File: src/hw/ecm_pkg.sv
// package for the echo canceller mailbox host controller
// assumes a 125 MHz clock and the device reached over its 8-bit system bus
package ecm_pkg;
    // host-side register offsets
    localparam logic [3:0] CTRL_OFF     = 4'h0;  // bit0 start init, bit1 far enable, bit2 near enable
    localparam logic [3:0] DELAY_OFF    = 4'h1;  // far-end round trip delay in bauds
    localparam logic [3:0] ERROR0_OFF   = 4'h2;  // cancellation errors, one per sample
    localparam logic [3:0] ERROR1_OFF   = 4'h3;
    localparam logic [3:0] ERROR2_OFF   = 4'h4;
    localparam logic [3:0] SYMBOL_OFF   = 4'h5;  // symbol: [7:4] real, [3:0] imag
    localparam logic [3:0] ESTIM0_OFF   = 4'h6;  // echo estimates read back
    localparam logic [3:0] ESTIM1_OFF   = 4'h7;
    localparam logic [3:0] ESTIM2_OFF   = 4'h8;
    localparam logic [3:0] STATUS_OFF   = 4'h9;
    // control and status bit positions
    localparam int CTRL_INIT_BIT   = 0;
    localparam int CTRL_FAR_BIT    = 1;
    localparam int CTRL_NEAR_BIT   = 2;
    localparam int STAT_BUSY_BIT   = 0;
    localparam int STAT_CONFIG_BIT = 1;
    localparam int STAT_NEAR_BIT   = 2;
    localparam int STAT_BAD_BIT    = 3;
    // mailbox register select values on the device pins
    localparam logic RS_DATA = 1'b0;
    // fixed command patterns, byte 0 first
    localparam logic [23:0] CFG_START_PAT = 24'h00_0AAA;
    localparam logic [23:0] NEAR_EN_PAT   = 24'h01_AAAA;
    localparam logic [15:0] DELAY_LIMIT   = 16'h0BB8;   // 3000 bauds
    localparam int EXCH_PER_BAUD = 3;
    // timing
    localparam int CLK_PERIOD_PS  = 8000;
    localparam int RESET_MIN_NS   = 640;
    localparam int RESET_CYCLES   = (RESET_MIN_NS * 1000 + CLK_PERIOD_PS - 1) / CLK_PERIOD_PS;
    localparam int STROBE_MIN_NS  = 60;
    localparam int STROBE_CYCLES  = (STROBE_MIN_NS * 1000 + CLK_PERIOD_PS - 1) / CLK_PERIOD_PS;
    // controller states
    typedef enum logic [3:0] {
        ST_RESET   = 4'b0000,
        ST_IDLE    = 4'b0001,
        ST_WAITIRQ = 4'b0010,
        ST_SETUP   = 4'b0011,
        ST_STROBE  = 4'b0100,
        ST_WAITACK = 4'b0101,
        ST_RELEASE = 4'b0110,
        ST_NEXT    = 4'b0111,
        ST_WAITEND = 4'b1000
    } ecm_state_t;
    // what the current exchange carries
    typedef enum logic [1:0] {
        EX_CFG   = 2'b00,
        EX_DELAY = 2'b01,
        EX_NEAR  = 2'b10,
        EX_DATA  = 2'b11
    } ecm_exch_t;
endpackage : ecm_pkg

File: src/hw/ecm_host.sv
// host controller that drives the echo canceller through its system bus pins
// assumes pin inputs synchronous to clock; the device paces every exchange
// Summary of operation
// - all mailbox data over 8-bit bus
// - chip select asserted only within exchange
// - host bus driver off outside exchanges
// - three estimates in, three errors out
// - symbol byte: real high, imaginary low
// - exactly three exchanges per baud
// - read low, high; write errors, symbol once
// - host never stalls exchange beyond need
// - reset held low at least 640 ns
// - delay sent next, below 3000
`timescale 1ns/1ps
`default_nettype none
module ecm_host #(
    parameter int RESET_CYCLES  = ecm_pkg::RESET_CYCLES,
    parameter int STROBE_CYCLES = ecm_pkg::STROBE_CYCLES
) (
    input  wire logic        clock,
    input  wire logic        reset,
    // software port
    input  wire logic [3:0]  address,
    input  wire logic [15:0] writeData,
    input  wire logic        writeStrobe,
    input  wire logic        readStrobe,
    output logic [15:0]      readData,
    // device pins
    output logic             devResetN,
    output logic             chipSelectN,
    output logic             registerSelect,
    output logic             dataStrobeN,
    output logic             readWriteN,
    input  wire logic [7:0]  busIn,
    output logic [7:0]       busOut,
    output logic             busOe,
    input  wire logic        interruptN,
    input  wire logic        transferAckN
);
    // refuse reset counts that the 16-bit cycle counter cannot serve, and strobe counts over 255
    if (RESET_CYCLES < 1 || RESET_CYCLES > 65535) begin : g_bad_reset
        $error("bad reset count");
    end
    if (STROBE_CYCLES < 1 || STROBE_CYCLES > 255) begin : g_bad_strobe
        $error("bad strobe count");
    end

    ecm_pkg::ecm_state_t state_reg;
    ecm_pkg::ecm_exch_t  exch_reg;
    logic [15:0] count_reg;
    logic [1:0]  byteIdx_reg;    // byte within exchange
    logic        writePhase_reg; // 0 reads three bytes, 1 writes three
    logic [1:0]  sample_reg;     // exchange within baud
    logic [23:0] inbound_reg;
    logic [23:0] outbound_reg;
    logic [15:0] delay_reg;
    logic        farEn_reg;
    logic        nearReq_reg;
    logic        initReq_reg;
    logic        configured_reg;
    logic        nearDone_reg;
    logic        badDelay_reg;
    logic [15:0] error_reg [3];
    logic [7:0]  symbol_reg;
    logic [15:0] estim_reg [3];

    // byte n of a 24-bit word, low byte first
    function automatic logic [7:0] byteOf(input logic [23:0] w, input logic [1:0] n);
        case (n)
            2'd0:    byteOf = w[7:0];
            2'd1:    byteOf = w[15:8];
            default: byteOf = w[23:16];
        endcase
    endfunction : byteOf

    // software writes; a start request clears only after it is taken
    always_ff @(posedge clock or posedge reset) begin
        if (reset) begin
            delay_reg   <= 16'h0000;
            farEn_reg   <= 1'b0;
            nearReq_reg <= 1'b0;
            initReq_reg <= 1'b0;
            symbol_reg  <= 8'h00;
            for (int i = 0; i < 3; i++) error_reg[i] <= 16'h0000;
        end else begin
            if (state_reg == ecm_pkg::ST_IDLE && initReq_reg)
                initReq_reg <= 1'b0;
            if (exch_reg == ecm_pkg::EX_NEAR && state_reg == ecm_pkg::ST_NEXT)
                nearReq_reg <= 1'b0;
            if (writeStrobe) begin
                case (address)
                    ecm_pkg::CTRL_OFF: begin
                        // set wins over hardware clear
                        if (writeData[ecm_pkg::CTRL_INIT_BIT]) initReq_reg <= 1'b1;
                        if (writeData[ecm_pkg::CTRL_NEAR_BIT]) nearReq_reg <= 1'b1;
                        farEn_reg <= writeData[ecm_pkg::CTRL_FAR_BIT];
                    end
                    ecm_pkg::DELAY_OFF:  delay_reg    <= writeData;
                    ecm_pkg::ERROR0_OFF: error_reg[0] <= writeData;
                    ecm_pkg::ERROR1_OFF: error_reg[1] <= writeData;
                    ecm_pkg::ERROR2_OFF: error_reg[2] <= writeData;
                    ecm_pkg::SYMBOL_OFF: symbol_reg   <= writeData[7:0];
                    default: ;
                endcase
            end
        end
    end

    // read data, one cycle after the strobe, zero otherwise
    always_ff @(posedge clock or posedge reset) begin
        if (reset) begin
            readData <= 16'h0000;
        end else if (readStrobe) begin
            case (address)
                ecm_pkg::CTRL_OFF:   readData <= {13'h0000, nearReq_reg, farEn_reg, initReq_reg};
                ecm_pkg::DELAY_OFF:  readData <= delay_reg;
                ecm_pkg::ERROR0_OFF: readData <= error_reg[0];
                ecm_pkg::ERROR1_OFF: readData <= error_reg[1];
                ecm_pkg::ERROR2_OFF: readData <= error_reg[2];
                ecm_pkg::SYMBOL_OFF: readData <= {8'h00, symbol_reg};
                ecm_pkg::ESTIM0_OFF: readData <= estim_reg[0];
                ecm_pkg::ESTIM1_OFF: readData <= estim_reg[1];
                ecm_pkg::ESTIM2_OFF: readData <= estim_reg[2];
                ecm_pkg::STATUS_OFF: readData <= {12'h000, badDelay_reg, nearDone_reg,
                                                  configured_reg, state_reg != ecm_pkg::ST_IDLE};
                default:             readData <= 16'h0000;
            endcase
        end else begin
            readData <= 16'h0000;
        end
    end

    // outbound word for the current exchange
    always_comb begin
        case (exch_reg)
            ecm_pkg::EX_CFG:   outbound_reg = ecm_pkg::CFG_START_PAT;
            ecm_pkg::EX_DELAY: outbound_reg = {7'h00, farEn_reg, delay_reg};
            ecm_pkg::EX_NEAR:  outbound_reg = ecm_pkg::NEAR_EN_PAT;
            default:           outbound_reg = {(sample_reg == 2'd0) ? symbol_reg : 8'h00,
                                               error_reg[sample_reg]};
        endcase
    end

    // main sequencer: reset pulse, then exchanges paced by the interrupt
    always_ff @(posedge clock or posedge reset) begin
        if (reset) begin
            state_reg      <= ecm_pkg::ST_RESET;
            exch_reg       <= ecm_pkg::EX_CFG;
            count_reg      <= 16'h0000;
            byteIdx_reg    <= 2'd0;
            writePhase_reg <= 1'b0;
            sample_reg     <= 2'd0;
            inbound_reg    <= 24'h00_0000;
            configured_reg <= 1'b0;
            nearDone_reg   <= 1'b0;
            badDelay_reg   <= 1'b0;
            for (int i = 0; i < 3; i++) estim_reg[i] <= 16'h0000;
        end else begin
            case (state_reg)
                ecm_pkg::ST_RESET: begin
                    if (count_reg == 16'(RESET_CYCLES - 1)) begin
                        count_reg <= 16'h0000;
                        state_reg <= ecm_pkg::ST_IDLE;
                    end else begin
                        count_reg <= count_reg + 16'h0001;
                    end
                end
                ecm_pkg::ST_IDLE: begin
                    byteIdx_reg    <= 2'd0;
                    writePhase_reg <= 1'b0;
                    if (initReq_reg) begin
                        // refuse delay at or over limit
                        badDelay_reg   <= delay_reg >= ecm_pkg::DELAY_LIMIT;
                        configured_reg <= 1'b0;
                        exch_reg       <= ecm_pkg::EX_CFG;
                        state_reg      <= (delay_reg >= ecm_pkg::DELAY_LIMIT) ?
                                          ecm_pkg::ST_IDLE : ecm_pkg::ST_WAITIRQ;
                    end else if (configured_reg) begin
                        exch_reg  <= nearReq_reg ? ecm_pkg::EX_NEAR : ecm_pkg::EX_DATA;
                        state_reg <= ecm_pkg::ST_WAITIRQ;
                    end
                end
                ecm_pkg::ST_WAITIRQ: begin
                    // a near request made while already waiting still takes the next exchange,
                    // otherwise it would slip a whole sample behind a data exchange
                    if (exch_reg == ecm_pkg::EX_DATA && nearReq_reg) exch_reg <= ecm_pkg::EX_NEAR;
                    if (!interruptN) state_reg <= ecm_pkg::ST_SETUP;
                end
                ecm_pkg::ST_SETUP: begin
                    count_reg <= 16'h0000;
                    state_reg <= ecm_pkg::ST_STROBE;
                end
                ecm_pkg::ST_STROBE: begin
                    if (count_reg == 16'(STROBE_CYCLES - 1)) state_reg <= ecm_pkg::ST_WAITACK;
                    else count_reg <= count_reg + 16'h0001;
                end
                ecm_pkg::ST_WAITACK: begin
                    if (!transferAckN) begin
                        if (!writePhase_reg)
                            inbound_reg <= {busIn, inbound_reg[23:8]};
                        state_reg <= ecm_pkg::ST_RELEASE;
                    end
                end
                ecm_pkg::ST_RELEASE: begin
                    if (transferAckN) state_reg <= ecm_pkg::ST_NEXT;
                end
                ecm_pkg::ST_NEXT: begin
                    if (byteIdx_reg != 2'd2) begin
                        byteIdx_reg <= byteIdx_reg + 2'd1;
                        state_reg   <= ecm_pkg::ST_SETUP;
                    end else if (!writePhase_reg) begin
                        byteIdx_reg    <= 2'd0;
                        writePhase_reg <= 1'b1;
                        if (exch_reg == ecm_pkg::EX_DATA) estim_reg[sample_reg] <= inbound_reg[15:0];
                        state_reg <= ecm_pkg::ST_SETUP;
                    end else begin
                        state_reg <= ecm_pkg::ST_WAITEND;
                    end
                end
                // device ends the exchange by lifting its interrupt
                ecm_pkg::ST_WAITEND: begin
                    if (interruptN) begin
                        byteIdx_reg    <= 2'd0;
                        writePhase_reg <= 1'b0;
                        case (exch_reg)
                            ecm_pkg::EX_CFG: begin
                                exch_reg  <= ecm_pkg::EX_DELAY;
                                state_reg <= ecm_pkg::ST_WAITIRQ;
                            end
                            ecm_pkg::EX_DELAY: begin
                                configured_reg <= 1'b1;
                                state_reg      <= ecm_pkg::ST_IDLE;
                            end
                            ecm_pkg::EX_NEAR: begin
                                nearDone_reg <= 1'b1;
                                state_reg    <= ecm_pkg::ST_IDLE;
                            end
                            default: begin
                                sample_reg <= (sample_reg == 2'(ecm_pkg::EXCH_PER_BAUD - 1)) ?
                                              2'd0 : sample_reg + 2'd1;
                                state_reg  <= ecm_pkg::ST_IDLE;
                            end
                        endcase
                    end
                end
                default: state_reg <= ecm_pkg::ST_IDLE;
            endcase
        end
    end

    // pin drive; data only while chip select is low in a write (setup, strobe and acknowledge wait)
    // bus released otherwise
    always_ff @(posedge clock or posedge reset) begin
        if (reset) begin
            devResetN      <= 1'b0;
            chipSelectN    <= 1'b1;
            registerSelect <= 1'b0;
            dataStrobeN    <= 1'b1;
            readWriteN     <= 1'b1;
            busOut         <= 8'h00;
            busOe          <= 1'b0;
        end else begin
            devResetN      <= state_reg != ecm_pkg::ST_RESET;
            chipSelectN    <= !(state_reg inside {ecm_pkg::ST_SETUP, ecm_pkg::ST_STROBE,
                                                  ecm_pkg::ST_WAITACK});
            registerSelect <= ecm_pkg::RS_DATA;
            dataStrobeN    <= !(state_reg inside {ecm_pkg::ST_STROBE, ecm_pkg::ST_WAITACK});
            readWriteN     <= !writePhase_reg;
            busOut         <= byteOf(outbound_reg, byteIdx_reg);
            busOe          <= writePhase_reg && (state_reg inside {ecm_pkg::ST_SETUP,
                              ecm_pkg::ST_STROBE, ecm_pkg::ST_WAITACK});
        end
    end
endmodule : ecm_host
`default_nettype wire

File: config.mk
export PLATFORM = sky130hd
export DESIGN_NAME = ecm_host
export DESIGN_NICKNAME = d
export VERILOG_FILES = /design/src/hw/ecm_pkg.sv /design/src/hw/ecm_host.sv
export SDC_FILE = /design/constraint.sdc
export NUM_CORES = 1
export LEC_CHECK = 0
export BUFFER_PORTS_ARGS = -buffer_cell sky130_fd_sc_hd__buf_2
export CAP_MARGIN = 20
export CORE_AREA = 8 8 147 149
export DETAILED_ROUTE_END_ITERATION = 6
export DIE_AREA = 0 0 155 157
export MAX_ROUTING_LAYER = met4
export PLACE_DENSITY = 0.72
export SKIP_LAST_GASP = 1
export SYNTH_ARGS = -nofsm -noshare
export SYNTH_HDL_FRONTEND = slang
export SYNTH_SLANG_ARGS = --single-unit
File: constraint.sdc
create_clock -name clock -period 7.53 [get_ports clock]
set_clock_uncertainty 0.05 [all_clocks]
set_input_delay 0.3765 -clock clock [delete_from_list [all_inputs] [get_ports clock]]
set_output_delay 0.3765 -clock clock [all_outputs]
set_load 0.01 [all_outputs]
==> metrics.txt <==
hold buffer count at CTS 1; Top-Level Pins 64; setup tns final 0 ns; failing checks design-rule violations; CTS tree done; Distinct cells, synth 59; outcome finished, violations left; DP HPWL 16190 um; class of the worst hold path primary input to flip-flop; detailed-route via count 7014; max-cap viol count 0; Starting Density 49.50%; post-synthesis instance total 805; worst reg2reg startpoint state_reg[3]; row cnt 51; vias per cell 6.224; Tot GR Track Use 21.06%; die height 157 um; Iter 0 DRT Violations 739; Critical path origin state_reg[3]; antenna violations before repair 0; DP Cell Count 1086; DRC errors left 8; port bufs 62; pin count of the biggest net entering global routing 96; total wire length 24610 um; Post-CTS Setup Bufs 0; Synthesized Nets 840; fin crit share 38.62%; clk buf depth 3; most frequent cells in the layout dfrtp_1, mux2_2, nand2_1; syn avg cell area 11.81 sq um; H-Tree Level Count 1; pwr/cell area 313.1 nW/um^2; total grt overflow 0; Final Non-Filler Cells 1127; area leader, netlist dfrtp_1; Final Max Slew Viols 0; Clock Tree Root clkbuf_16; layout net count 881; Startpoint Class flip-flop; critical path arrival 3.24 ns; R2R depth 5; routed length per instance 21.83 um; crit path time final 2.908 ns; clock slew seen by the registers of the worst setup and hold paths 0.06 ns; area fraction of the dominant cell type after synthesis 53.43%; Worst Max-Slew Pin Slew 1.026 ns; area grow syn2layout 13.42%; ant diodes 0; Setup crit end estim_reg[7]; # setup viols final 0; FF-to-FF End estim_reg[7]; Pleak 4.729 nW; RSZ-0062 raised after global routing false; Yosys warning count 0; Final Hold Vio Count 0; TritonCTS sink count 206; flop2flop setup slack 4.62 ns; first-pass detailed-route iteration total 7; Most used DFF post-synth dfrtp_1; core area 19210 sq um; total die area 24340 sq um; number of global-route vias before repair 6920; kind of critical path flip-flop to flip-flop; post-synthesis async set-or-reset flop share 100.0%; Max VDD drop 205.8 uV; Seq/Total Area, Yosys 54.26%; FMAX 343.8 MHz; TritonCTS buffer count 22; commonest non-fill, non-tap cell in the layout dfrtp_1; CP endpoint kind flip-flop; Syn Std Cell Area 9508 sq um; post-CTS sizing 0; EDFF count, synth 0; Routed Antenna Nets 0; die width 155 um; Crit Path Max Fanout 21; worst path required time 7.86 ns; main area contributors after synthesis dfrtp_1, mux2_2, a22oi_1, nand2_1, mux2i_1; Max-slew headroom 31.59%; GPL Wtd Cong 0.9423; share of cells above drive strength 1 30.28%; first-pass GRT wire length 39330 um; post-synthesis register bit count 206; Clock Latency Late Sink 0.50 ns
==> metrics by stage <==
step                      power (mW)  worst slack, ns  hold slack (ns)  util [%]  cell area [sq um]
after CTS                      3.396            4.645          0.04181     56.15              10780
after global placement         2.220            4.659           0.4332     52.06               9998
after detailed placement       2.244            4.565           0.4384     52.06               9998
final                          3.377            4.622          0.05616     56.15              10780
after global routing           3.553            4.452          0.04756     56.15              10780
after floorplan                2.003            1.484           0.3931         -               9508
==> cells by family after synthesis <==
group	share of synthesized area [%]
DFF	54.26
AOI/OAI and AO/OA	12.54
adders and majority gates	0.1316
muxes	18.70
and+or+nand+nor	10.54
xor gates and xnor gates	1.013
other	0.03944
buffers and inverters	2.777
==> worst min path at each step <==
stage                 endpoint  cells after the start  slack [ns]    startpoint
2_1_floorplan     nearDone_reg                      1        0.39  nearDone_reg
3_3_place_gp      badDelay_reg                      2        0.43  badDelay_reg
3_5_place_dp      badDelay_reg                      2        0.44  badDelay_reg
4_1_cts        inbound_reg[22]                      2        0.04      busIn[6]
5_1_grt        inbound_reg[22]                      2        0.05      busIn[6]
6_report       inbound_reg[18]                      2        0.06      busIn[2]
==> synthesized netlist by cell type, types with 4 or more instances <==
cell type	n
dfrtp_1	203
o2111ai_1	4
xnor2_1	6
nand4_1	9
nor3_1	19
a221oi_1	4
a22oi_1	39
and2_1	5
mux2i_1	19
buf_2	7
xor2_1	5
nand3_1	16
nor4_1	4
o221ai_1	11
nor2_1	25
mux2_2	141
and3_1	4
nor3b_1	5
nand2b_1	9
nor2b_1	8
a222oi_1	10
a31oi_1	18
o31ai_1	4
or3_1	5
o22ai_1	4
a21oi_1	12
a41oi_1	5
a22o_1	4
inv_1	12
clkbuf_1	42
nand2_1	66
o211ai_1	5
o21ai_0	30
and4_1	4
==> layout make-up <==
class                           instances  area [sq um]
Clock buffer                           33         663.1
Tap cell                              265         331.6
Fill cell                            1576          8423
Sequential cell                       206          5159
Clock inverter                          7         112.6
Inverter                               12         52.55
Multi-Input combinational cell        534          4093
Timing Repair Buffer                   70         372.9
==> worst max-delay path: stages, from the launching register on <==
cell,delay [ns]
dfrtp_1,0.60
nand2b_1,0.33
or2_1,0.43
nor4_4,0.38
nand3_2,0.52
mux2_2,0.47
==> metal layers <==
| metal | global-route usage [%] | routed length [um] | vias to the layer above |
|---|---|---|---|
| met5 | - | 0 | - |
| met4 | 8.306 | 809 | 0 |
| met3 | 3.537 | 1822 | 66 |
| met2 | 34.22 | 12040 | 327 |
| met1 | 26.04 | 9935 | 3519 |
| li1 | - | - | 3102 |
==> power breakdown <==
part	switching (mW)	internal (mW)	total (mW)
Clock	0.433	0.710	1.14
Sequential	0.279	1.33	1.61
Combinational	0.312	0.316	0.627
Total	1.02	2.35	3.38
No activity file was read; power rests on OpenSTA's default activity.
